`src/xy_transfer_pkg.sv`:
```
// Package for the parallel X and Y memory transfer slot decoder
package xy_transfer_pkg;

  // ==========================================================
  // Opcode layout
  // ==========================================================
  localparam int          OPCODE_W         = 16;
  localparam int          WORD_W           = 16;
  localparam int          REG_W            = 32;
  localparam int          ADDR_W           = 32;
  localparam logic [5:0]  SLOT_PREFIX      = 6'h3c;
  localparam int          PREFIX_HI        = 15;
  localparam int          PREFIX_LO        = 10;
  localparam int          X_PTR_BIT        = 9;
  localparam int          Y_PTR_BIT        = 8;
  localparam int          X_DATA_BIT       = 7;
  localparam int          Y_DATA_BIT       = 6;
  localparam int          X_DIR_BIT        = 5;
  localparam int          Y_DIR_BIT        = 4;
  localparam int          X_MODE_HI        = 3;
  localparam int          X_MODE_LO        = 2;
  localparam int          Y_MODE_HI        = 1;
  localparam int          Y_MODE_LO        = 0;

  // ==========================================================
  // Reset values and steps
  // ==========================================================
  localparam logic [REG_W-1:0]  REG_RESET   = 32'h0000_0000;
  localparam logic [ADDR_W-1:0] PTR_STEP    = 32'h0000_0002;
  localparam logic [WORD_W-1:0] LOW_ZERO    = 16'h0000;
  localparam logic              FLAG_RESET  = 1'b0;

  typedef enum logic [1:0] {
    MODE_IDLE  = 2'h0,
    MODE_PLAIN = 2'h1,
    MODE_INC   = 2'h2,
    MODE_INDEX = 2'h3
  } addr_mode_type;

  // Decoded slot fields
  typedef struct packed {
    logic          active;
    logic          ptr_sel;
    logic          data_sel;
    logic          store;
    addr_mode_type mode;
  } slot_decode_type;

  // One memory port request
  typedef struct packed {
    logic              valid;
    logic              write;
    logic [ADDR_W-1:0] addr;
    logic [WORD_W-1:0] wdata;
  } mem_req_type;

endpackage : xy_transfer_pkg

```
`src/slot_decoder.sv`:
```
// Field decoder for one memory transfer slot
`timescale 1ns/1ns
module slot_decoder
  import xy_transfer_pkg::*;
#(
  parameter int PTR_BIT  = X_PTR_BIT,
  parameter int DATA_BIT = X_DATA_BIT,
  parameter int DIR_BIT  = X_DIR_BIT,
  parameter int MODE_HI  = X_MODE_HI,
  parameter int MODE_LO  = X_MODE_LO
) (
  input  wire logic [OPCODE_W-1:0] opcode, // Instruction word
  input  wire logic                valid,  // Instruction word present
  output slot_decode_type          dec     // Decoded slot
);

  logic prefix_ok;

  always_comb begin
    prefix_ok    = valid && (opcode[PREFIX_HI:PREFIX_LO] == SLOT_PREFIX);
    dec.ptr_sel  = opcode[PTR_BIT];
    dec.data_sel = opcode[DATA_BIT];
    dec.store    = opcode[DIR_BIT];
    dec.mode     = addr_mode_type'(opcode[MODE_HI:MODE_LO]);
    // Mode 00 is the idle slot: no access, nothing changes
    dec.active   = prefix_ok && (dec.mode != MODE_IDLE);
  end

endmodule : slot_decoder

```
`src/slot_pointer_unit.sv`:
```
// Address and pointer update for one memory transfer slot
`timescale 1ns/1ns
module slot_pointer_unit
  import xy_transfer_pkg::*;
(
  input  slot_decode_type   dec,       // Decoded slot
  input  wire logic [ADDR_W-1:0] ptr_lo, // Pointer for select 0
  input  wire logic [ADDR_W-1:0] ptr_hi, // Pointer for select 1
  input  wire logic [ADDR_W-1:0] step,   // Index step register
  output logic [ADDR_W-1:0] addr,      // Access address
  output logic [ADDR_W-1:0] ptr_next,  // Updated pointer value
  output logic              ptr_write  // Pointer must be written
);

  always_comb begin
    addr      = dec.ptr_sel ? ptr_hi : ptr_lo;
    ptr_next  = addr;
    ptr_write = 1'b0;
    case (dec.mode)
      MODE_INC: begin
        ptr_next  = addr + PTR_STEP;
        ptr_write = dec.active;
      end
      MODE_INDEX: begin
        ptr_next  = addr + step;
        ptr_write = dec.active;
      end
      default: begin
        ptr_next  = addr;
        ptr_write = 1'b0;
      end
    endcase
  end

endmodule : slot_pointer_unit

```
`src/dsp_xy_memory_transfer.sv`:
```
// Parallel X and Y memory transfer slots with their DSP registers
`timescale 1ns/1ns
module dsp_xy_memory_transfer
  import xy_transfer_pkg::*;
(
  input  wire logic                clk,           // Core clock
  input  wire logic                rst,           // Sync reset, high
  input  wire logic [OPCODE_W-1:0] opcode,        // Instruction word
  input  wire logic                opcode_valid,  // Word issued this cycle
  input  wire logic [WORD_W-1:0]   x_rdata,       // X memory read data
  input  wire logic [WORD_W-1:0]   y_rdata,       // Y memory read data
  input  wire logic [REG_W-1:0]    acc0,          // Accumulator A0
  input  wire logic [REG_W-1:0]    acc1,          // Accumulator A1
  input  wire logic [ADDR_W-1:0]   x_index_step,  // X index register
  input  wire logic [ADDR_W-1:0]   y_index_step,  // Y index register
  input  wire logic                flag_in,       // Condition flag in
  output mem_req_type              x_req,         // X memory request
  output mem_req_type              y_req,         // Y memory request
  output logic [ADDR_W-1:0]        ptr4,          // Pointer R4
  output logic [ADDR_W-1:0]        ptr5,          // Pointer R5
  output logic [ADDR_W-1:0]        ptr6,          // Pointer R6
  output logic [ADDR_W-1:0]        ptr7,          // Pointer R7
  output logic [REG_W-1:0]         x0_reg,        // Load target X0
  output logic [REG_W-1:0]         x1_reg,        // Load target X1
  output logic [REG_W-1:0]         y0_reg,        // Load target Y0
  output logic [REG_W-1:0]         y1_reg,        // Load target Y1
  output logic                     condition_flag // Flag, held across slots
);

  // ==========================================================
  // Decode
  // ==========================================================
  slot_decode_type   x_dec;
  slot_decode_type   y_dec;
  logic [ADDR_W-1:0] x_addr;
  logic [ADDR_W-1:0] y_addr;
  logic [ADDR_W-1:0] x_ptr_next;
  logic [ADDR_W-1:0] y_ptr_next;
  logic              x_ptr_write;
  logic              y_ptr_write;

  slot_decoder #(
    .PTR_BIT  (X_PTR_BIT),
    .DATA_BIT (X_DATA_BIT),
    .DIR_BIT  (X_DIR_BIT),
    .MODE_HI  (X_MODE_HI),
    .MODE_LO  (X_MODE_LO)
  ) u_x_dec (
    .opcode (opcode),
    .valid  (opcode_valid),
    .dec    (x_dec)
  );

  slot_decoder #(
    .PTR_BIT  (Y_PTR_BIT),
    .DATA_BIT (Y_DATA_BIT),
    .DIR_BIT  (Y_DIR_BIT),
    .MODE_HI  (Y_MODE_HI),
    .MODE_LO  (Y_MODE_LO)
  ) u_y_dec (
    .opcode (opcode),
    .valid  (opcode_valid),
    .dec    (y_dec)
  );

  // ==========================================================
  // Registers
  // ==========================================================
  // Pointers R4 to R7
  logic [ADDR_W-1:0] ptr4_q;
  logic [ADDR_W-1:0] ptr4_d;
  logic [ADDR_W-1:0] ptr5_q;
  logic [ADDR_W-1:0] ptr5_d;
  logic [ADDR_W-1:0] ptr6_q;
  logic [ADDR_W-1:0] ptr6_d;
  logic [ADDR_W-1:0] ptr7_q;
  logic [ADDR_W-1:0] ptr7_d;
  // Load targets X0, X1, Y0, Y1
  logic [REG_W-1:0]  x0_q;
  logic [REG_W-1:0]  x0_d;
  logic [REG_W-1:0]  x1_q;
  logic [REG_W-1:0]  x1_d;
  logic [REG_W-1:0]  y0_q;
  logic [REG_W-1:0]  y0_d;
  logic [REG_W-1:0]  y1_q;
  logic [REG_W-1:0]  y1_d;
  // Memory requests and the pending load write-back
  mem_req_type       x_req_q;
  mem_req_type       x_req_d;
  mem_req_type       y_req_q;
  mem_req_type       y_req_d;
  logic              x_load_q;
  logic              x_load_d;
  logic              y_load_q;
  logic              y_load_d;
  logic              x_tgt_q;
  logic              x_tgt_d;
  logic              y_tgt_q;
  logic              y_tgt_d;
  // Condition flag
  logic              flag_q;
  logic              flag_d;
  // Combinational helpers
  logic [REG_W-1:0]  x_src;
  logic [REG_W-1:0]  y_src;
  logic [REG_W-1:0]  x_load_word;
  logic [REG_W-1:0]  y_load_word;

  // ==========================================================
  // Addressing
  // ==========================================================
  slot_pointer_unit u_x_ptr (
    .dec       (x_dec),
    .ptr_lo    (ptr4_q),
    .ptr_hi    (ptr5_q),
    .step      (x_index_step),
    .addr      (x_addr),
    .ptr_next  (x_ptr_next),
    .ptr_write (x_ptr_write)
  );

  slot_pointer_unit u_y_ptr (
    .dec       (y_dec),
    .ptr_lo    (ptr6_q),
    .ptr_hi    (ptr7_q),
    .step      (y_index_step),
    .addr      (y_addr),
    .ptr_next  (y_ptr_next),
    .ptr_write (y_ptr_write)
  );

  // ==========================================================
  // Pointer update
  // ==========================================================
  // Plain and idle modes leave the pointers alone. The slots own
  // disjoint pointers, so both can update on the same edge.
  always_comb begin
    ptr4_d = ptr4_q;
    ptr5_d = ptr5_q;
    ptr6_d = ptr6_q;
    ptr7_d = ptr7_q;
    if (x_ptr_write) begin
      if (x_dec.ptr_sel) begin
        ptr5_d = x_ptr_next;
      end else begin
        ptr4_d = x_ptr_next;
      end
    end
    if (y_ptr_write) begin
      if (y_dec.ptr_sel) begin
        ptr7_d = y_ptr_next;
      end else begin
        ptr6_d = y_ptr_next;
      end
    end
  end

  always_ff @(posedge clk) begin
    if (rst) begin
      ptr4_q <= REG_RESET;
      ptr5_q <= REG_RESET;
      ptr6_q <= REG_RESET;
      ptr7_q <= REG_RESET;
    end else begin
      ptr4_q <= ptr4_d;
      ptr5_q <= ptr5_d;
      ptr6_q <= ptr6_d;
      ptr7_q <= ptr7_d;
    end
  end

  // ==========================================================
  // Load write-back
  // ==========================================================
  // Read data returns in the same cycle as the request, so the register
  // write-back trails the take by one cycle; a slot still issues
  // every cycle, back to back.
  always_comb begin
    x0_d        = x0_q;
    x1_d        = x1_q;
    y0_d        = y0_q;
    y1_d        = y1_q;
    x_load_word = {x_rdata, LOW_ZERO};
    y_load_word = {y_rdata, LOW_ZERO};
    if (x_load_q) begin
      if (x_tgt_q) begin
        x1_d = x_load_word;
      end else begin
        x0_d = x_load_word;
      end
    end
    if (y_load_q) begin
      if (y_tgt_q) begin
        y1_d = y_load_word;
      end else begin
        y0_d = y_load_word;
      end
    end
  end

  always_ff @(posedge clk) begin
    if (rst) begin
      x0_q <= REG_RESET;
      x1_q <= REG_RESET;
      y0_q <= REG_RESET;
      y1_q <= REG_RESET;
    end else begin
      x0_q <= x0_d;
      x1_q <= x1_d;
      y0_q <= y0_d;
      y1_q <= y1_d;
    end
  end

  // ==========================================================
  // Memory requests
  // ==========================================================
  // Load direction and target ride along one cycle so the
  // write-back knows where the returning word goes.
  always_comb begin
    x_src         = x_dec.data_sel ? acc1 : acc0;
    y_src         = y_dec.data_sel ? acc1 : acc0;
    x_req_d.valid = x_dec.active;
    x_req_d.write = x_dec.active && x_dec.store;
    x_req_d.addr  = x_addr;
    x_req_d.wdata = x_src[REG_W-1:REG_W-WORD_W];
    y_req_d.valid = y_dec.active;
    y_req_d.write = y_dec.active && y_dec.store;
    y_req_d.addr  = y_addr;
    y_req_d.wdata = y_src[REG_W-1:REG_W-WORD_W];
    x_load_d      = x_dec.active && !x_dec.store;
    y_load_d      = y_dec.active && !y_dec.store;
    x_tgt_d       = x_dec.data_sel;
    y_tgt_d       = y_dec.data_sel;
  end

  always_ff @(posedge clk) begin
    if (rst) begin
      x_req_q  <= '0;
      y_req_q  <= '0;
      x_load_q <= 1'b0;
      y_load_q <= 1'b0;
      x_tgt_q  <= 1'b0;
      y_tgt_q  <= 1'b0;
    end else begin
      x_req_q  <= x_req_d;
      y_req_q  <= y_req_d;
      x_load_q <= x_load_d;
      y_load_q <= y_load_d;
      x_tgt_q  <= x_tgt_d;
      y_tgt_q  <= y_tgt_d;
    end
  end

  // ==========================================================
  // Condition flag
  // ==========================================================
  // Transfer slots never touch the flag; it only follows its input
  // in cycles with no instruction issued.
  always_comb begin
    flag_d = flag_q;
    if (!opcode_valid) begin
      flag_d = flag_in;
    end
  end

  always_ff @(posedge clk) begin
    if (rst) begin
      flag_q <= FLAG_RESET;
    end else begin
      flag_q <= flag_d;
    end
  end

  // ==========================================================
  // Outputs
  // ==========================================================
  assign x_req          = x_req_q;
  assign y_req          = y_req_q;
  assign ptr4           = ptr4_q;
  assign ptr5           = ptr5_q;
  assign ptr6           = ptr6_q;
  assign ptr7           = ptr7_q;
  assign x0_reg         = x0_q;
  assign x1_reg         = x1_q;
  assign y0_reg         = y0_q;
  assign y1_reg         = y1_q;
  assign condition_flag = flag_q;

endmodule : dsp_xy_memory_transfer

```
`config.mk`:
```
export PLATFORM = sky130hd
export DESIGN_NAME = dsp_xy_memory_transfer
export DESIGN_NICKNAME = d
export VERILOG_FILES = /design/src/xy_transfer_pkg.sv /design/src/slot_decoder.sv /design/src/slot_pointer_unit.sv /design/src/dsp_xy_memory_transfer.sv
export SDC_FILE = /design/constraint.sdc
export NUM_CORES = 1
export LEC_CHECK = 0
export BUFFER_PORTS_ARGS = -buffer_cell sky130_fd_sc_hd__clkbuf_2
export CORE_AREA = 4 4 206 208
export DETAILED_ROUTE_END_ITERATION = 10
export DIE_AREA = 0 0 210 212
export GPL_TIMING_DRIVEN = 0
export PLACE_DENSITY_LB_ADDON = 0.12
export SLEW_MARGIN = 10
export SYNTH_ARGS = -nofsm -noshare
export SYNTH_HDL_FRONTEND = slang
export SYNTH_HIERARCHICAL = 1
export SYNTH_SLANG_ARGS = --single-unit
```
`constraint.sdc`:
```
create_clock -name clk -period 4.4 [get_ports clk]
set_clock_uncertainty 0.1 [all_clocks]
set_input_delay 0.88 -clock clk [delete_from_list [all_inputs] [get_ports clk]]
set_output_delay 0.88 -clock clk [all_outputs]
set_load 0.005 [all_outputs]
```
==> flow_summary_export.csv <==
group,metric,value,unit
synthesis,syn_avg_cell_area,8.800,um2
clocking,cts-root-buf,"clkbuf_16",
critical_path,start_kind,"input pin",
timing,hold-worst-slack,0.3752,ns
synthesis,async_flop_share,0,%
placed_design,placed_area,21260,um2
drt,ant_nets,0,
synthesis,ys_top_cells_by_area,"dfxtp_1 (33%), mux2i_1 (14%), nand2b_1 (10%), ha_1 (4.4%), buf_4 (3.6%)",
min_path,hold_class,"register to register",
synthesis,synth_edf_count,0,
timing,period_share,97.48,%
drt,via_per_inst,5.232,
drt,vias,16519,
final_layout,final_nets,2844,
clocking,clockBufferDepth,3,
global_route,grt_pass1_wl,92.84,mm
power_and_ir_drop,peakVddDrop,0.2303,mV
global_route,grt_usage,26.12,%
timing,relSlewSlack,40.07,%
clocking,cts.sinks,297,
timing,tns,0,ns
final_layout,design_area,22590,um2
global_route,grt_pass1_vias,16281,
final_layout,syn_to_final_growth,24.37,%
drt,drt-wirelength-per-cell,19.58,um
synthesis,ys_ff_latch,297,
timing,setup_viol,0,
drt,drcViolationCount,0,
run,max_cap_violations,0,
placed_design,place_inst,3092,
timing,hold_violations,0,
synthesis,ys.flop_type,"dfxtp_1",
critical_path,end_kind,"register",
synthesis,yosys.area.top_type,"dfxtp_1",
timing,grt_setup_unrepaired,"false",
critical_path,cp_common_cell,"a21o_1",
synthesis,synthCells,2064,
critical_path,path_class,"input pin to register",
critical_path,cp_top_family,"compound AO/OA/AOI/OAI gates",
min_path,min_from,"x1_reg[17]$_SDFFE_PP0P_",
timing,min_period,4.289,ns
critical_path,cp_slowest_cell,"or4b_4",
final_layout,fin_cells,3157,
final_layout,drive_above_1_share,26.97,%
die,start_util,44.79,%
critical_path,cp_slowest_stage_delay,0.51,ns
timing,timing.fmax,233.1,MHz
global_route,grt_overflow_total,0,
critical_path,cp.required,4.77,ns
critical_path,crit_chain,"buf_4, buf_12, buf_8, clkbuf_16, mux2_2, ha_1, buf_2, a21o_1, a21o_1, a221oi_2, nand3_2, o21ai_2, a21boi_1, or4b_4, a41oi_4, xor2_1, nand2b_1, mux2i_1",
drt,wirelength,61.80,mm
die,fp.dieArea,44520,um2
critical_path,r2r-start,"ptr5[14]$_SDFFE_PP0P_",
die,fp.dieW,210,um
timing,worst_pin_slew,0.8989,ns
synthesis,synth_common_cells,"dfxtp_1 (297), nand2b_1 (294), mux2i_1 (254), nor2_1 (141), nand2_1 (92)",
global_route,antenna_found_initial,3,
final_layout,final_core_util,55.70,%
drt,drtPass1Iterations,5,
timing,setup_ws,0.1108,ns
synthesis,ys_types,88,
placed_design,place_ws,-1.174,ns
placed_design,io_buffers,433,
clocking,path_clk_slew,0.06,ns
clocking,cts_tree,"yes",
power_and_ir_drop,p_per_area,275.5,nW/um2
synthesis,yosysTopAreaCellShare,32.73,%
placed_design,dp_hpwl,49.19,mm
die,fp-row-count,74,
drt,drtIter0Drc,1031,
synthesis,yosysMostFrequentCell,"dfxtp_1",
placed_design,place_congestion,0.9225,
power_and_ir_drop,total_power,6.225,mW
outcome,run_status,"finished clean",
die,core,40550,um2
critical_path,cp_max_fo,10,
critical_path,crit_start,"opcode[9]",
global_route,grt_max_degree,20,
synthesis,ys_seq_area_share,32.73,%
critical_path,crit_buf_inv,5,
die,die_h,212,um
clocking,cts_htree_levels,2,
critical_path,crit_arrival,4.65,ns
power_and_ir_drop,power.leakage,10.95,nW
clocking,cts_made_buffers,35,
clocking,insertion_delay,0.54,ns
synthesis,yosysWarnings,6,
timing,slew_viol_final,0,
synthesis,syn_area,18160,um2
die,io_pins,537,
==> placed cells by master, fill, tap and decap left out, types with 10 or more instances in the layout <==
| cell type | count |
|---|---|
| and3_1 | 12 |
| nor2_1 | 141 |
| inv_1 | 43 |
| o21ai_0 | 74 |
| dfxtp_1 | 297 |
| conb_1 | 64 |
| nor2b_1 | 89 |
| nor3_1 | 14 |
| clkbuf_16 | 37 |
| buf_2 | 28 |
| xnor2_1 | 34 |
| xor2_1 | 35 |
| a21oi_1 | 83 |
| and2_1 | 17 |
| a21o_1 | 31 |
| buf_4 | 90 |
| nand3_1 | 50 |
| mux2_2 | 37 |
| clkbuf_2 | 435 |
| o21a_1 | 10 |
| ha_1 | 64 |
| nand2_1 | 92 |
| o21bai_1 | 10 |
| nand4_1 | 21 |
| buf_6 | 12 |
| mux2i_1 | 250 |
| a211oi_1 | 10 |
| clkbuf_1 | 56 |
| nand2b_1 | 294 |
| a22oi_1 | 10 |
==> report_power, final <==
group,internal [mW],switching (mW),leakage [nW]
logic,0.281,0.350,7.99
clock network,1.68,1.19,0.562
registers,2.71,0.00751,2.40
==> repair_timing <==
| action | in CTS | in global routing |
|---|---|---|
| endpoints found under the setup margin | 42 | 40 |
| setup buffers | 2 | 3 |
| hold buffers | 0 | 0 |
| pin swaps | 6 | 4 |
| resized for setup | 20 | 20 |
==> path summary, 6_finish.rpt <==
kind                                           endpoint  slack [ns]  depth (start not counted)
worst max-delay path              ptr4[31]$_SDFFE_PP0P_        0.11                         18
worst min-delay path            x1_reg[17]$_SDFFE_PP0P_        0.38                          2
worst max register to register    ptr4[31]$_SDFFE_PP0P_        0.70                         14
worst min register to register  x1_reg[17]$_SDFFE_PP0P_        0.38                          2
==> cell families (layout without fill, tap and decap cells) <==
| group | after synthesis | in the layout | synth area share [%] |
|---|---|---|---|
| compound gates | 317 | 317 | 11.38 |
| xor+xnor | 69 | 69 | 3.327 |
| fa+ha+maj | 66 | 66 | 4.629 |
| buf+inv | 233 | 727 | 7.322 |
| flops | 297 | 297 | 32.73 |
| mux | 292 | 292 | 16.37 |
| other cells | 1 | 68 | 0.02065 |
| simple gates | 789 | 789 | 24.21 |
==> area by class of cell <==
cell class | instances | area, um2
well taps | 532 | 665.6
flip-flops and latches | 297 | 5946
multi-input cells | 1597 | 11260
clock inverters | 12 | 111.4
inverters | 43 | 161.4
plain buffers | 186 | 1215
repair buffers | 438 | 2205
fillers | 3857 | 17960
clock buffers | 48 | 1016
diodes | 4 | 10.01
==> worst reg2reg max path, delay by kind of cell, from the launching register on <==
family	cells	cell delay (ns)
and+or+nand+nor	5	1.07
AOI/OAI and AO/OA	4	0.94
buffers and inverters	1	0.14
adders and majority gates	1	0.37
DFF	1	0.35
muxes	2	0.49
xor gates and xnor gates	1	0.18
==> routing by layer <==
layer	routed length (um)	GRT usage [%]
met1	26880	34.12
met2	29290	43.84
met3	4119	5.873
met4	1492	7.156
met5	22	0
Power figures use the tool's default switching activity.
